`src/swdmr_regs.vh`:
```
// timing constants for the supervisor watchdog with manual reset
// assumes a single system clock; every figure is held in its own unit
`ifndef SWDMR_REGS_VH
`define SWDMR_REGS_VH

// system clock period in ns (25 MHz)
`define SWDMR_CLK_PERIOD_NS 40
// internal time base period in ns (1 us tick)
`define SWDMR_TICK_NS 1000
// cycles per time base tick
`define SWDMR_TICK_CYC (`SWDMR_TICK_NS / `SWDMR_CLK_PERIOD_NS)

// manual reset low pulses up to this width are rejected, in ns
`define SWDMR_MR_REJECT_NS 100
// shortest watchdog pulse that must be seen, in ns
`define SWDMR_WD_PULSE_NS 50
// supply dips shorter than this are ignored, in ns (4 us)
`define SWDMR_UV_REJECT_NS 4000

// stable cycles needed: a pulse of the reject width rounds up, plus one
`define SWDMR_MR_FILT_CYC \
  ((`SWDMR_MR_REJECT_NS + `SWDMR_CLK_PERIOD_NS - 1) / `SWDMR_CLK_PERIOD_NS + 1)
`define SWDMR_UV_FILT_CYC \
  ((`SWDMR_UV_REJECT_NS + `SWDMR_CLK_PERIOD_NS - 1) / `SWDMR_CLK_PERIOD_NS + 1)

// reset hold options A..D, minimum values in us
`define SWDMR_HOLD_A_US 1000
`define SWDMR_HOLD_B_US 20000
`define SWDMR_HOLD_C_US 140000
`define SWDMR_HOLD_D_US 1120000

// watchdog period options W..Z, typical values in us
`define SWDMR_WD_W_US 6300
`define SWDMR_WD_X_US 102000
`define SWDMR_WD_Y_US 1600000
`define SWDMR_WD_Z_US 25600000

// option codes
`define SWDMR_SEL_A_W 2'h0
`define SWDMR_SEL_B_X 2'h1
`define SWDMR_SEL_C_Y 2'h2
`define SWDMR_SEL_D_Z 2'h3

// reset values of the reset state and the counters
`define SWDMR_RST_ACTIVE 1'h1
`define SWDMR_CNT_RESET 25'h0000000

`endif

```
`src/swdmr_sync.v`:
```
// two flip-flop synchroniser for a group of asynchronous levels
// assumes the inputs come from pins outside the clock domain
`timescale 1ns/100ps
module swdmr_sync #(
  parameter W = 1,
  parameter [W-1:0] INIT = {W{1'b0}}
)
(
  input wire mclk_i,
  input wire nrst_i,
  input wire [W-1:0] async_i,
  output wire [W-1:0] sync_o
);

  reg [W-1:0] meta_r;
  reg [W-1:0] sync_r;

  // first stage feeds only the second stage
  always @(posedge mclk_i or negedge nrst_i)
  begin
    if (!nrst_i)
    begin
      meta_r <= INIT;
      sync_r <= INIT;
    end
    else
    begin
      meta_r <= async_i;
      sync_r <= meta_r;
    end
  end

  assign sync_o = sync_r;

endmodule

```
`src/swdmr_filt.v`:
```
// stability filter: output follows the input only after it has held
// the same level for STABLE consecutive clock cycles
// assumes the input is already synchronous to mclk_i
`timescale 1ns/100ps
module swdmr_filt #(
  parameter STABLE = 4,
  parameter CW = 8,
  parameter INIT = 1'b1
)
(
  input wire mclk_i,
  input wire nrst_i,
  input wire level_i,
  output wire level_o
);

  localparam integer LIM_I = STABLE - 1;
  localparam [CW-1:0] LIM = LIM_I[CW-1:0];

  reg level_r;
  reg [CW-1:0] run_r;

  // count cycles of disagreement; any agreement restarts the count,
  // so a short glitch of either polarity never reaches the output
  always @(posedge mclk_i or negedge nrst_i)
  begin
    if (!nrst_i)
    begin
      level_r <= INIT;
      run_r <= {CW{1'b0}};
    end
    else if (level_i == level_r)
      run_r <= {CW{1'b0}};
    else if (run_r == LIM)
    begin
      level_r <= level_i;
      run_r <= {CW{1'b0}};
    end
    else
      run_r <= run_r + {{(CW-1){1'b0}}, 1'b1};
  end

  assign level_o = level_r;

endmodule

```
`src/swdmr_top.v`:
```
// processor supervisor: manual reset, watchdog and undervoltage request
// combined into one held reset with push-pull and open-drain outputs
// assumes pins are asynchronous; the supply comparator is outside and
// delivers a plain low-supply level; pad logic reports a floating
// watchdog pin as a level
//
// Functional notes
// reset is asserted while the manual reset input stays low
// after manual reset rises, reset holds for the full hold time
// manual reset low pulses of about 100ns are ignored
// an unconnected manual reset input reads high through a pull-up
// reset asserts when the watchdog input idles a whole period
// any watchdog edge, even 50ns wide, or reset clears the timer
// watchdog timer stays zero during reset, counts after release
// floating watchdog input is serviced internally every 7/8 period
// open-drain output pulls low only while reset is asserted
// supply dips shorter than about 4us raise no reset
// hold time is a build option A..D: 1ms, 20ms, 140ms, 1.12s
// watchdog period is a build option W..Z: 6.3ms..25.6s
// processor should set and clear the kick at separate program points
// processor should keep the kick low and pulse it briefly
// at hold expiry reset releases and the watchdog restarts at zero
// reset holds while supply is low and for hold time after
// active-high reset output is always the inverse of active-low
// all reset requests are ORed; any request restarts the hold count
// watchdog input is synchronised before edge detection
`timescale 1ns/100ps
`include "swdmr_regs.vh"
module swdmr_top #(
  parameter [1:0] HOLD_SEL = `SWDMR_SEL_C_Y,
  parameter [1:0] WD_SEL = `SWDMR_SEL_C_Y,
  parameter HOLD_A_US = `SWDMR_HOLD_A_US,
  parameter HOLD_B_US = `SWDMR_HOLD_B_US,
  parameter HOLD_C_US = `SWDMR_HOLD_C_US,
  parameter HOLD_D_US = `SWDMR_HOLD_D_US,
  parameter WD_W_US = `SWDMR_WD_W_US,
  parameter WD_X_US = `SWDMR_WD_X_US,
  parameter WD_Y_US = `SWDMR_WD_Y_US,
  parameter WD_Z_US = `SWDMR_WD_Z_US,
  parameter TICK_CYC = `SWDMR_TICK_CYC
)
(
  input wire mclk_i,
  input wire nrst_i,
  input wire manual_reset_n_in_i,
  input wire watchdog_kick_in_i,
  input wire watchdog_kick_float_i,
  input wire supply_low_i,
  output wire reset_n_o,
  output wire reset_o,
  output wire reset_od_o,
  output wire reset_od_oe_n_o
);

  localparam CW = 25;
  localparam TW = 8;


  // hold option select
  localparam HOLD_US = (HOLD_SEL == `SWDMR_SEL_A_W) ? HOLD_A_US :
                       (HOLD_SEL == `SWDMR_SEL_B_X) ? HOLD_B_US :
                       (HOLD_SEL == `SWDMR_SEL_C_Y) ? HOLD_C_US :
                       HOLD_D_US;

  // period option select
  localparam WD_US = (WD_SEL == `SWDMR_SEL_A_W) ? WD_W_US :
                     (WD_SEL == `SWDMR_SEL_B_X) ? WD_X_US :
                     (WD_SEL == `SWDMR_SEL_C_Y) ? WD_Y_US :
                     WD_Z_US;

  // the tick phase is unknown at request end, so one extra tick keeps
  // the hold at or above its minimum
  localparam integer WD_M1 = WD_US - 1;
  localparam integer WD_S7 = (WD_US / 8) * 7;
  localparam integer TICK_M1 = TICK_CYC - 1;
  localparam [CW-1:0] HOLD_LIM = HOLD_US[CW-1:0];
  localparam [CW-1:0] WD_LIM = WD_M1[CW-1:0];
  localparam [CW-1:0] WD_SVC = WD_S7[CW-1:0];
  localparam [TW-1:0] TICK_LIM = TICK_M1[TW-1:0];

  localparam ST_RUN = 1'b0;
  localparam ST_HOLD = 1'b1;

  wire mr_n_s;
  wire kick_s;
  wire float_s;
  wire uv_s;
  wire mr_n_f;
  wire uv_f;
  wire req;
  wire kick_edge;

  reg [TW-1:0] div_r;
  reg tick_r;
  reg kick_d_r;
  reg state_r;
  reg state_nxt;
  reg [CW-1:0] hold_r;
  reg [CW-1:0] hold_nxt;
  reg [CW-1:0] wd_r;
  reg [CW-1:0] wd_nxt;
  reg wd_exp_r;
  reg wd_exp_nxt;
  reg rst_act_r;
  reg rst_nxt;
  reg reset_n_r;
  reg reset_od_oe_n_r;
  reg reset_od_r;


  // pins synchronised; manual reset idles high so an open pin is inactive
  swdmr_sync #(
    .W(2),
    .INIT(2'h3)
  ) u_sync_hi (
    .mclk_i(mclk_i),
    .nrst_i(nrst_i),
    .async_i({manual_reset_n_in_i, watchdog_kick_float_i}),
    .sync_o({mr_n_s, float_s})
  );


  // kick and supply level through two flip-flops before any logic
  swdmr_sync #(
    .W(2),
    .INIT(2'h0)
  ) u_sync_lo (
    .mclk_i(mclk_i),
    .nrst_i(nrst_i),
    .async_i({watchdog_kick_in_i, supply_low_i}),
    .sync_o({kick_s, uv_s})
  );


  // short manual reset lows are filtered out
  swdmr_filt #(
    .STABLE(`SWDMR_MR_FILT_CYC),
    .CW(TW),
    .INIT(1'b1)
  ) u_mr_filt (
    .mclk_i(mclk_i),
    .nrst_i(nrst_i),
    .level_i(mr_n_s),
    .level_o(mr_n_f)
  );


  // brief supply dips never reach the request logic
  swdmr_filt #(
    .STABLE(`SWDMR_UV_FILT_CYC),
    .CW(TW),
    .INIT(1'b0)
  ) u_uv_filt (
    .mclk_i(mclk_i),
    .nrst_i(nrst_i),
    .level_i(uv_s),
    .level_o(uv_f)
  );

  // time base: one pulse per microsecond
  always @(posedge mclk_i or negedge nrst_i)
  begin
    if (!nrst_i)
    begin
      div_r <= {TW{1'b0}};
      tick_r <= 1'b0;
    end
    else if (div_r == TICK_LIM)
    begin
      div_r <= {TW{1'b0}};
      tick_r <= 1'b1;
    end
    else
    begin
      div_r <= div_r + {{(TW-1){1'b0}}, 1'b1};
      tick_r <= 1'b0;
    end
  end


  // edge detect on the synchronised kick; one clear per level change
  always @(posedge mclk_i or negedge nrst_i)
  begin
    if (!nrst_i)
      kick_d_r <= 1'b0;
    else
      kick_d_r <= kick_s;
  end

  assign kick_edge = kick_s ^ kick_d_r;


  // any one cause is enough to request reset
  assign req = uv_f | ~mr_n_f | wd_exp_r;

  // hold sequencer: any active request restarts the hold count
  always @*
  begin
    state_nxt = state_r;
    hold_nxt = hold_r;
    rst_nxt = rst_act_r;
    case (state_r)
      ST_RUN:
      begin

        // a request asserts reset at once
        if (req)
        begin
          state_nxt = ST_HOLD;
          hold_nxt = `SWDMR_CNT_RESET;
          rst_nxt = 1'b1;
        end
      end
      ST_HOLD:
      begin

        // hold count waits for every request to drop
        if (req)
          hold_nxt = `SWDMR_CNT_RESET;

        // full hold time counted after the last cause ends
        else if (tick_r && hold_r == HOLD_LIM)
        begin

          // release reset; watchdog restarts from zero below
          state_nxt = ST_RUN;
          hold_nxt = `SWDMR_CNT_RESET;
          rst_nxt = 1'b0;
        end
        else if (tick_r)
          hold_nxt = hold_r + {{(CW-1){1'b0}}, 1'b1};
      end
      default:
      begin
        state_nxt = ST_HOLD;
        hold_nxt = `SWDMR_CNT_RESET;
        rst_nxt = 1'b1;
      end
    endcase
  end

  // watchdog counter
  always @*
  begin
    wd_nxt = wd_r;
    wd_exp_nxt = 1'b0;

    // held at zero while reset or a request is active
    if (rst_act_r || req)
      wd_nxt = `SWDMR_CNT_RESET;

    // any kick edge clears the timer
    else if (kick_edge)
      wd_nxt = `SWDMR_CNT_RESET;

    // floating pin: internal service at seven eighths of the period
    else if (float_s && wd_r >= WD_SVC)
      wd_nxt = `SWDMR_CNT_RESET;
    else if (tick_r)
    begin

      // a full idle period raises the request
      if (wd_r == WD_LIM)
      begin
        wd_nxt = `SWDMR_CNT_RESET;
        wd_exp_nxt = 1'b1;
      end
      else
        wd_nxt = wd_r + {{(CW-1){1'b0}}, 1'b1};
    end
  end

  // state registers; reset starts in hold, like a power-on reset
  always @(posedge mclk_i or negedge nrst_i)
  begin
    if (!nrst_i)
    begin
      state_r <= ST_HOLD;
      hold_r <= `SWDMR_CNT_RESET;
      wd_r <= `SWDMR_CNT_RESET;
      wd_exp_r <= 1'b0;
      rst_act_r <= `SWDMR_RST_ACTIVE;
    end
    else
    begin
      state_r <= state_nxt;
      hold_r <= hold_nxt;
      wd_r <= wd_nxt;
      wd_exp_r <= wd_exp_nxt;
      rst_act_r <= rst_nxt;
    end
  end

  // output stage: every pin level from its own flip-flop, loaded from
  // the same next value so the three never disagree for a cycle
  always @(posedge mclk_i or negedge nrst_i)
  begin
    if (!nrst_i)
    begin
      reset_n_r <= ~`SWDMR_RST_ACTIVE;
      reset_od_oe_n_r <= ~`SWDMR_RST_ACTIVE;
      reset_od_r <= 1'b0;
    end
    else
    begin

      // active-low copy is the exact inverse
      reset_n_r <= ~rst_nxt;

      // open drain drives low only during reset
      reset_od_oe_n_r <= ~rst_nxt;
      reset_od_r <= 1'b0;
    end
  end

  assign reset_o = rst_act_r;
  assign reset_n_o = reset_n_r;
  assign reset_od_o = reset_od_r;
  assign reset_od_oe_n_o = reset_od_oe_n_r;

endmodule

```
`config.mk`:
```
export PLATFORM = sky130hd
export DESIGN_NAME = swdmr_top
export DESIGN_NICKNAME = d
export VERILOG_FILES = /design/src/swdmr_sync.v /design/src/swdmr_filt.v /design/src/swdmr_top.v
export VERILOG_INCLUDE_DIRS = /design/src
export SDC_FILE = /design/constraint.sdc
export NUM_CORES = 1
export LEC_CHECK = 0
export ABC_AREA = 1
export BUFFER_PORTS_ARGS = -buffer_cell sky130_fd_sc_hd__buf_2
export CAP_MARGIN = 40
export CORE_ASPECT_RATIO = 1.1
export CORE_MARGIN = 2
export CORE_UTILIZATION = 50
export CTS_CLUSTER_SIZE = 16
export DETAILED_ROUTE_END_ITERATION = 7
export PLACE_DENSITY = 0.64
export REMOVE_ABC_BUFFERS = 1
export SYNTH_ARGS = -nofsm -noshare
export SYNTH_HDL_FRONTEND = slang
export SYNTH_SLANG_ARGS = --single-unit
export TNS_END_PERCENT = 30
```
`constraint.sdc`:
```
create_clock -name mclk_i -period 2 [get_ports mclk_i]
set_input_delay 0.4 -clock mclk_i [delete_from_list [all_inputs] [get_ports mclk_i]]
set_output_delay 0.4 -clock mclk_i [all_outputs]
set_load 0.005 [all_outputs]
```
==> results of run 1 <==
## cells in the mapped netlist (2+ instances only)
cell       n
a21oi_1   23
buf_6      3
nand2_1  179
buf_4      3
nand2_4    2
inv_1    107
nor2_4     4
nor3b_1    2
nand3_1   51
nor3_1    18
ha_1       9
o21ai_1    7
nand4_1   18
nor2_1   130
dfstp_2    7
nor2_2     5
nand2_2    4
inv_2      3
dfrtp_1   83
xnor2_1    4
xor2_1    24
buf_2      7
o21ai_0   27
nor3_2     2
## layer usage
layer / share of wire [%] / vias to the layer above / GRT usage (%)
met2: 48 / 81 / 36.6
met3: 3.2 / 15 / 3.30
li1: - / 2340 / -
met1: 47 / 2160 / 29.1
met5: 0 / - / 0
met4: 1.4 / 0 / 6.93
## logic make-up (layout without fill, tap and decap cells)
group / count (synthesis) / count (layout) / synth area share [%]
AND/OR/NAND/NOR: 423 / 423 / 35.0
buffers and inverters: 124 / 148 / 9.56
flip-flops: 90 / 90 / 42.5
AO/OA/AOI/OAI: 61 / 61 / 5.93
XOR/XNOR: 28 / 28 / 4.61
adder cells (fa/ha/maj): 9 / 9 / 2.12
other: 1 / 1 / 0.0705
multiplexers: 1 / 1 / 0.212
## cell type report
cell class | count | area [sq um] | area share (%)
inverters | 111 | 417 | 7.13
multi-input cells | 523 | 2550 | 43.6
well taps | 143 | 179 | 3.06
repair buffers | 21 | 155 | 2.66
clock inverters | 5 | 38.8 | 0.664
flip-flops and latches | 90 | 2260 | 38.7
clock buffers | 11 | 243 | 4.15
## path summary, 6_finish.rpt
| check | from | end | slack (ns) |
|---|---|---|---|
| worst max register to register | wd_r[11] | wd_r[11] | 0.21 |
| worst min-delay path | manual_reset_n_in_i | u_sync_hi.meta_r[1] | 0.15 |
| worst min register to register | u_sync_lo.meta_r[1] | u_sync_lo.sync_o[1] | 0.35 |
| max in group asynchronous | nrst_i | u_sync_hi.meta_r[1] | 0.93 |
| worst max-delay path | wd_r[11] | wd_r[11] | 0.21 |
| min in group asynchronous | nrst_i | hold_r[21] | 0.50 |
## power by group through the flow
| stage | clock [W] | combinational [W] | sequential (W) |
|---|---|---|---|
| after global routing | 0.00177 | 0.000508 | 0.00191 |
| after floorplan | 0 | 0.000268 | 0.00193 |
| after detailed placement | 0 | 0.000435 | 0.00194 |
| after CTS | 0.00167 | 0.000441 | 0.00190 |
| after global placement | 0 | 0.000426 | 0.00194 |
| final | 0.00162 | 0.000445 | 0.00190 |
## registers in the layout, summed over array words and instances (netlist names), 2 cells and up
| name | count |
|---|---|
| hold_r | 25 |
| wd_r | 25 |
| u_sync_hi.meta_r | 2 |
| u_sync_hi.sync_o | 2 |
| u_uv_filt.run_r | 8 |
| u_sync_lo.sync_o | 2 |
| u_sync_lo.meta_r | 2 |
| u_mr_filt.run_r | 8 |
| div_r | 8 |
## worst max-delay path, cell delays in order, from the launching register on
cell     delay [ns]
dfrtp_1        0.41
nand2_1        0.12
inv_1          0.11
nand3_1        0.09
nor2_1         0.15
nand2_1        0.06
nand3_1        0.11
nand2_1        0.11
nand2_2        0.39
nor2_1         0.11
## what timing repair did
action | 4_1_cts | 5_1_grt
resized for setup | 0 | 2
hold endpoints to repair | 18 | 0
setup endpoints to repair | 0 | 15
hold buffers | 1 | 0
buffers inserted | 0 | 2
## per-stage QoR
step | hold WS, ns | setup WS, ns | area [sq um] | utilization [%]
floorplan | 0.104 | 0.273 | 5230 | -
global placement | 0.330 | 0.229 | 5530 | 53.2
detailed placement | 0.329 | 0.176 | 5530 | 53.2
CTS | 0.138 | 0.165 | 5830 | 56.0
global route | 0.138 | 0.0250 | 5840 | 56.2
finish | 0.152 | 0.206 | 5840 | 56.2
==> results_dict.tcl, run 1 <==
set metrics [dict create \
    period_minus_slack_ns 1.79 \
    p_clk_share_pct 40.8 \
    final_common_cell "nand2_1" \
    firstDrtPassIters 7 \
    seqPwrFrac_pct 48.0 \
    viasPerCell 5.08 \
    cp_max_fo 22 \
    start_util_pct 51.1 \
    rsz0062_at_grt "no" \
    seq_area_frac_synth_pct 42.5 \
    rows 39 \
    tightest_slew_ns 0.536 \
    via_count 4596 \
    ir_drop_v 0.000412 \
    synth_top_area_share_pct 39.1 \
    min_path_type "in2reg" \
    switching_power_w 0.00108 \
    synth_area_sq_mm 0.00532 \
    yosys_warnings 0 \
    swShare_pct 27.1 \
    fin_setup_tns_ns 0 \
    dp.final_hpwl_mm 8.33 \
    final.period_utilization_pct 89.7 \
    grt_overflow_total 0 \
    antenna_found_initial 0 \
    cts_tree "done" \
    max_freq_ghz 0.557 \
    pwr-share-comb_pct 11.2 \
    final_cells 904 \
    netlist_top_cells_area "dfrtp_1, nand2_1, nor2_1" \
    cts_max_level 3 \
    synth-edff-count 0 \
    hold_violations 0 \
    final_cell_mix "nand2_1, nor2_1, inv_1" \
    dpl.cell_count 885 \
    drv_slew 0 \
    dieArea_sq_mm 0.0115 \
    die_x_um 102 \
    drc_errors 0 \
    wirelength_mm 11.4 \
    max-slew-margin-rel_pct 64.0 \
    area_growth_pct 9.91 \
    place.port_buffers 8 \
    min_path_cells 1 \
    die_h_um 112 \
    cts_buffers 9 \
    fin_nets 771 \
    core_sq_mm 0.0104 \
    ant_nets 0 \
    syn_area_per_cell_sq_um 7.21 \
    internal_power_w 0.00289 \
    leakagePower_nw 2.55 \
    worstSetupStartpointType "register" \
    cts_sinks 90 \
    cts_root_buf "clkbuf_16" \
    yosys_most_used_dff "dfrtp_1" \
    clk_pin_slew_worst_paths_ns 0.07 \
    ioPinCount 10 \
    grt_pass1_vias 4411 \
    end_kind "register" \
    synthArstFlopShare_pct 100 \
    drive_above_1_share_pct 9.33 \
    routedWlPerCell_um 12.7 \
    synth_seq_cells 90 \
    grt_start_max_net_pins 41 \
    insertedDiodeCount 0 \
    crit_required_ns 2.20 \
    max-cap-violations 0 \
    grt_pass1_wl_mm 20.1 \
    r2r_cells 9 \
    worstSetupPathType "reg2reg" \
    grt_use_total_pct 21.9 \
    drt_iter0_drc 253 \
    setup_viol 0 \
    powerDensity_mw_per_mm2 679 \
    outcome "complete, no violations" \
    postSynthCellCount 737 \
    ys_types 39 \
    place.gp.congestion 0.912 \
    num-fill-cells 1001 \
    cp.arrival_ns 2.00 \
    clockBufferDepth 2 \
    synth_top_area_cell "dfrtp_1" \
    p_total_w 0.00397 \
    clk_latency_ns 0.34 \
    clock_skew_ns 0.00816 \
]
Power figures use the tool's default switching activity.
==> run 2: changes to the inputs <==
--- a/config.mk
+++ b/config.mk
@@ -11,10 +11,11 @@
 export CAP_MARGIN = 40
 export CORE_ASPECT_RATIO = 1.1
 export CORE_MARGIN = 2
-export CORE_UTILIZATION = 50
+export CORE_UTILIZATION = 30
 export CTS_CLUSTER_SIZE = 16
 export DETAILED_ROUTE_END_ITERATION = 7
-export PLACE_DENSITY = 0.64
+export GPL_TIMING_DRIVEN = 0
+export PLACE_DENSITY = 0.42
 export REMOVE_ABC_BUFFERS = 1
 export SYNTH_ARGS = -nofsm -noshare
 export SYNTH_HDL_FRONTEND = slang
==> run 2 against run 1 <==
Against the previous run: sequential power barely moved; sequential share of layout area decreased by 0.83 points; setup slack worse by 0.0070 ns; combinational power is 3% lower; via count shrank 3.2%; maximum frequency shrank 0.39%; utilization decreased by 22 points; clock skew grew 0.00065 ns; hold slack lost 0.12 ns; power up 3.5%; global-route usage fell by 7.5 points; final area increased by 2.2%; largest cell class unchanged; largest power group unchanged.
==> results_dict.tcl, run 2 (synthesis gave the netlist of run 1 again) <==
set metrics [dict create \
    hold_violations 0 \
    worst_path_max_delay_cell "dfstp_2" \
    cp.arrival_ns 2.04 \
    drc_errors 0 \
    setup_viol 0 \
    max-cap-violations 0 \
    ir_drop_v 0.000374 \
    max-slew-margin-rel_pct 63.6 \
    postPlaceCellArea_sq_mm 0.00559 \
    clockBufferDepth 2 \
    swShare_pct 27.3 \
    worstSetupPathType "reg2reg" \
    final_cell_mix "nand2_1, nor2_1, inv_1" \
    path_cells "inv_1 > nor3_4 > nand2_4 > clkinv_4 > nor2_1 > o21ai_0 > nor2_1" \
    grt_pass1_vias 4388 \
    clk_pin_slew_worst_paths_ns 0.07 \
    ant_nets 0 \
    place.port_buffers 8 \
    crit_required_ns 2.24 \
    min_path_type "in2async" \
    grt_use_total_pct 14.4 \
    clk_latency_ns 0.35 \
    finish.instance_area_sq_mm 0.00597 \
    reg_top3 "hold_r x25, wd_r x25" \
    drive_above_1_share_pct 8.50 \
    ioPinCount 10 \
    end_kind "register" \
    p_clk_share_pct 43.2 \
    viasPerCell 4.49 \
    r2r_cells 7 \
    fin_setup_tns_ns 0 \
    powerDensity_mw_per_mm2 688 \
    drv_slew 0 \
    slowest_delay_ns 0.54 \
    path_buf_inv 2 \
    leakagePower_nw 2.54 \
    dp_slack_ns -0.305 \
    rsz0062_at_grt "no" \
    grt_pass1_wl_mm 21.4 \
    routedWlPerCell_um 12.5 \
    dieArea_sq_mm 0.0188 \
    reg2reg_from "u_mr_filt.level_o" \
    insertedDiodeCount 0 \
    crit_cells 7 \
    crit_top_cell "nor2_1" \
    period_minus_slack_ns 1.80 \
    drt_iter0_drc 289 \
    via_count 4447 \
    cts_buffers 9 \
    cp_top_family "simple AND/OR/NAND/NOR gates" \
    final.period_utilization_pct 90.0 \
    die_x_um 131 \
    start_util_pct 30.3 \
    core_sq_mm 0.0175 \
    cts_root_buf "clkbuf_16" \
    final_common_cell "nand2_1" \
    fin_ws_ns 0.199 \
    worstSetupStartpointType "register" \
    cts_max_level 3 \
    cp_max_fo 18 \
    grt_overflow_total 0 \
    cts_sinks 90 \
    wirelength_mm 12.4 \
    die_h_um 144 \
    antenna_found_initial 0 \
    area_growth_pct 12.3 \
    hold_ws_ns 0.0303 \
    fin_nets 763 \
    grt_start_max_net_pins 56 \
    firstDrtPassIters 5 \
    clock_skew_ns 0.00881 \
    place.gp.congestion 0.860 \
    outcome "complete, no violations" \
    internal_power_w 0.00298 \
    pwr-share-comb_pct 10.5 \
    seqPwrFrac_pct 46.4 \
    r2r_slack_ns 0.20 \
    max_freq_ghz 0.555 \
    cts_tree "done" \
    switching_power_w 0.00112 \
    r2r_end "hold_r[6]" \
    rows 51 \
    dp.final_hpwl_mm 8.79 \
    tightest_slew_ns 0.541 \
]
-- run 2: changes by cell type in the layout (fill, tap and decap cells not counted), sizes merged --
cell,previous run,this run
inv,112,110
bufinv,0,1
dlygate4sd3,1,0
clkinv,3,4
clkbuf,11,12
clkinvlp,1,0
buf,20,13
-- run 2: power by group through the flow --
stage	Clock, W	Sequential, W	Combinational [W]
floorplan	0	0.00193	0.000268
global placement	0	0.00194	0.000407
detailed placement	0	0.00194	0.000420
CTS	0.00183	0.00190	0.000430
global route	0.00191	0.00191	0.000500
finish	0.00177	0.00190	0.000430
-- run 2: worst max path at each step --
stage	start	to	slack (ns)
6_report	u_mr_filt.level_o	hold_r[6]	0.20
5_1_grt	hold_r[0]	hold_r[6]	0.006
4_1_cts	wd_r[0]	wd_r[14]	0.04
3_5_place_dp	state_r	hold_r[10]	-0.30
3_3_place_gp	nrst_i	u_uv_filt.run_r[0]	-0.51
2_1_floorplan	state_r	hold_r[10]	0.27
-- run 2: routing by layer --
metal,track usage [%],up-vias,share of wire [%]
met5,0,-,0
met4,5.60,0,1.9
met3,1.94,12,3.0
met2,23.4,58,47
met1,19.4,2064,49
li1,-,2313,-
-- run 2: repair_timing --
item                                    4_1_cts  5_1_grt
resized for setup                             2        7
buffers inserted                              0        4
hold buffers                                  0        0
pin swaps                                     0        1
endpoints found under the setup margin        5       44
-- run 2: metrics by stage --
step                std cells  power, W  util, %
floorplan                 724   0.00220        -
global placement          970   0.00235     31.7
detailed placement        971   0.00236     31.9
CTS                       987   0.00417     33.6
global route              991   0.00432     34.0
finish                    991   0.00411     34.0
-- run 2: cell type report --
cell class | instances | area, sq um
sequential | 90 | 2260
tap | 238 | 298
timing repair buffer | 13 | 113
multi-input combinational | 523 | 2580
clock inverter | 4 | 52.6
inverter | 111 | 422
fill | 1878 | 11600
clock buffer | 12 | 246
-- run 2: worst register-to-register path: stages (launching register included) --
cell      delay, ns
dfstp_2        0.54
inv_1          0.07
nor3_4         0.32
nand2_4        0.23
clkinv_4       0.20
nor2_1         0.11
o21ai_0        0.17
nor2_1         0.07
==> run 3: changes to the inputs <==
--- a/config.mk
+++ b/config.mk
@@ -6,7 +6,6 @@
 export SDC_FILE = /design/constraint.sdc
 export NUM_CORES = 1
 export LEC_CHECK = 0
-export ABC_AREA = 1
 export BUFFER_PORTS_ARGS = -buffer_cell sky130_fd_sc_hd__buf_2
 export CAP_MARGIN = 40
 export CORE_ASPECT_RATIO = 1.1
==> run 3 against run 2 <==
Against the previous run: register-to-register slack worse by 0.16 ns; hold slack got worse by 0.028 ns; synthesized area shrank 8.4%; wire length fell by 8.1%; synthesized cell count fell by 31%; critical endpoint is now hold_r[22]; highest routed layer unchanged.
==> results_dict.tcl, run 3 <==
set metrics [dict create \
    postPlaceCellArea_sq_mm 0.00508 \
    setup_viol 0 \
    synthArstFlopShare_pct 100 \
    dp_slack_ns -0.290 \
    insertedDiodeCount 0 \
    cts_buffers 9 \
    ioPinCount 10 \
    internal_power_w 0.00313 \
    period_minus_slack_ns 1.96 \
    fin_nets 525 \
    max-slew-margin-rel_pct 47.8 \
    slowest_delay_ns 0.57 \
    area_growth_pct 15.3 \
    place.port_buffers 8 \
    clockBufferDepth 2 \
    synth-edff-count 0 \
    r2r_cells 4 \
    clk_pin_slew_worst_paths_ns 0.07 \
    wirelength_mm 11.4 \
    crit_required_ns 2.27 \
    clock_skew_ns 0.00986 \
    fin_ws_ns 0.0400 \
    worstSetupStartpointType "register" \
    worst_path_max_delay_cell "dfstp_2" \
    routedWlPerCell_um 15.9 \
    rsz0062_at_grt "yes" \
    place.gp.congestion 0.800 \
    r2r_slack_ns 0.04 \
    ys_types 60 \
    worstSetupPathType "reg2reg" \
    outcome "complete, no violations" \
    ant_nets 0 \
    dp.final_hpwl_mm 7.43 \
    leakagePower_nw 2.17 \
    via_count 3787 \
    grt_pass1_wl_mm 19.4 \
    final_core_util_pct 35.6 \
    cts_max_level 3 \
    synth_area_sq_mm 0.00487 \
    cts_tree "done" \
    firstDrtPassIters 4 \
    reg2reg_from "u_mr_filt.level_o" \
    cp_max_fo 16 \
    final.period_utilization_pct 98.0 \
    final_common_cell "dfrtp_1" \
    max_freq_ghz 0.510 \
    tightest_slew_ns 0.782 \
    cts_sinks 90 \
    viasPerCell 5.30 \
    synth_seq_cells 90 \
    path_buf_inv 0 \
    powerDensity_mw_per_mm2 766 \
    reg_top3 "hold_r x25, wd_r x25" \
    syn_area_per_cell_sq_um 9.61 \
    cp_top_family "compound AO/OA/AOI/OAI gates" \
    num-fill-cells 1591 \
    yosys_warnings 0 \
    p_clk_share_pct 43.5 \
    dieArea_sq_mm 0.0173 \
    end_kind "register" \
    regArea_sq_mm 0.00228 \
    ir_drop_v 0.000532 \
    synth_top_area_cell "dfrtp_1" \
    grt_use_total_pct 13.9 \
    switching_power_w 0.00117 \
    path_cells "or3b_4 > a41oi_4 > a41oi_1 > a31oi_1" \
    clk_latency_ns 0.35 \
    finish.instance_area_sq_mm 0.00562 \
    multi_input_area_sq_mm 0.00253 \
    yosysMostFrequentCell "dfrtp_1" \
    seqPwrFrac_pct 44.8 \
    grt_overflow_total 0 \
    die_h_um 138 \
    postSynthCellCount 507 \
    cp.arrival_ns 2.23 \
    cts_root_buf "clkbuf_16" \
    pwr-share-comb_pct 11.7 \
    antenna_found_initial 0 \
    hold_ws_ns 0.00195 \
    seq_area_frac_synth_pct 46.4 \
    core_sq_mm 0.0158 \
    drc_errors 0 \
    drv_slew 0 \
    rows 48 \
    yosys_most_used_dff "dfrtp_1" \
    r2r_end "hold_r[22]" \
    min_path_type "in2async" \
    grt_start_max_net_pins 57 \
    start_util_pct 30.8 \
    drt_iter0_drc 265 \
    netlist_top_cells_area "dfrtp_1, nand3_1, dfstp_2" \
    netlist_top_cells_count "dfrtp_1, nand2_1, nor2_1, nand3_1, xor2_1" \
    synth_top_area_share_pct 42.6 \
    die_x_um 126 \
    max-cap-violations 0 \
    final_cell_mix "dfrtp_1, nand2_1, nor2_1" \
    hold_violations 0 \
    swShare_pct 27.1 \
    fin_setup_tns_ns 0 \
    drive_above_1_share_pct 18.1 \
    grt_pass1_vias 3783 \
]
## run 3: changes by cell type in the layout (fill, tap and decap cells not counted), moves of 14 or more
cell | previous run | this run
a311oi_1 | 0 | 17
dfrtp_1 | 83 | 69
dfrtp_2 | 0 | 14
inv_1 | 106 | 17
nand2_1 | 178 | 48
nor2_1 | 130 | 43
o21ai_0 | 27 | 13
## run 3: stage by stage
stage,total power [W],cells
final,0.00430,715
after CTS,0.00435,711
after floorplan,0.00222,479
after global routing,0.00449,715
after detailed placement,0.00243,691
after global placement,0.00241,687
## run 3: cell families (layout without fill, tap and decap cells)
group	count (synthesis)	count (layout)	synth area share, %
and+or+nand+nor	244	244	27.9
DFF	90	90	46.4
AOI/OAI and AO/OA	82	83	11.9
buffers and inverters	45	52	4.80
xor gates and xnor gates	33	33	5.93
adders and majority gates	9	9	2.31
muxes	3	3	0.668
other	1	1	0.0770
## run 3: worst max path at each step
stage,depth (start not counted),slack [ns],start,to
finish,4,0.04,u_mr_filt.level_o,hold_r[22]
global route,4,-0.08,u_mr_filt.level_o,hold_r[22]
CTS,6,-0.001,wd_r[13],wd_r[15]
detailed placement,6,-0.29,wd_r[13],wd_r[15]
global placement,5,-1.04,wd_r[10],wd_exp_r
floorplan,5,-0.07,wd_r[6],wd_r[15]
## run 3: repair_timing
item,4_1_cts,5_1_grt
endpoints found under the setup margin,49,39
hold buffers,0,0
pin swaps,2,5
resized for setup,17,26
buffers inserted,3,4
gates cloned,1,0
## run 3: cell type report
type	count	area share [%]
Timing Repair Buffer	19	3.03
Tap cell	200	4.46
Multi-Input combinational cell	373	45.0
Inverter	17	1.14
Sequential cell	90	40.6
Clock inverter	7	1.76
Clock buffer	9	4.01
## run 3: power by group through the flow
stage               logic [W]  clock network (W)  registers, W
floorplan            0.000273                  0       0.00195
global placement     0.000451                  0       0.00196
detailed placement   0.000466                  0       0.00196
CTS                  0.000499            0.00193       0.00192
global route         0.000554            0.00200       0.00193
finish               0.000505            0.00187       0.00193
## run 3: per-layer routing
layer,part of all wire [%],global-route usage (%),up-vias
met5,0,0,-
li1,-,-,1869
met3,2.0,2.83,11
met4,1.7,5.56,0
met1,47,17.5,1868
met2,49,23.6,39
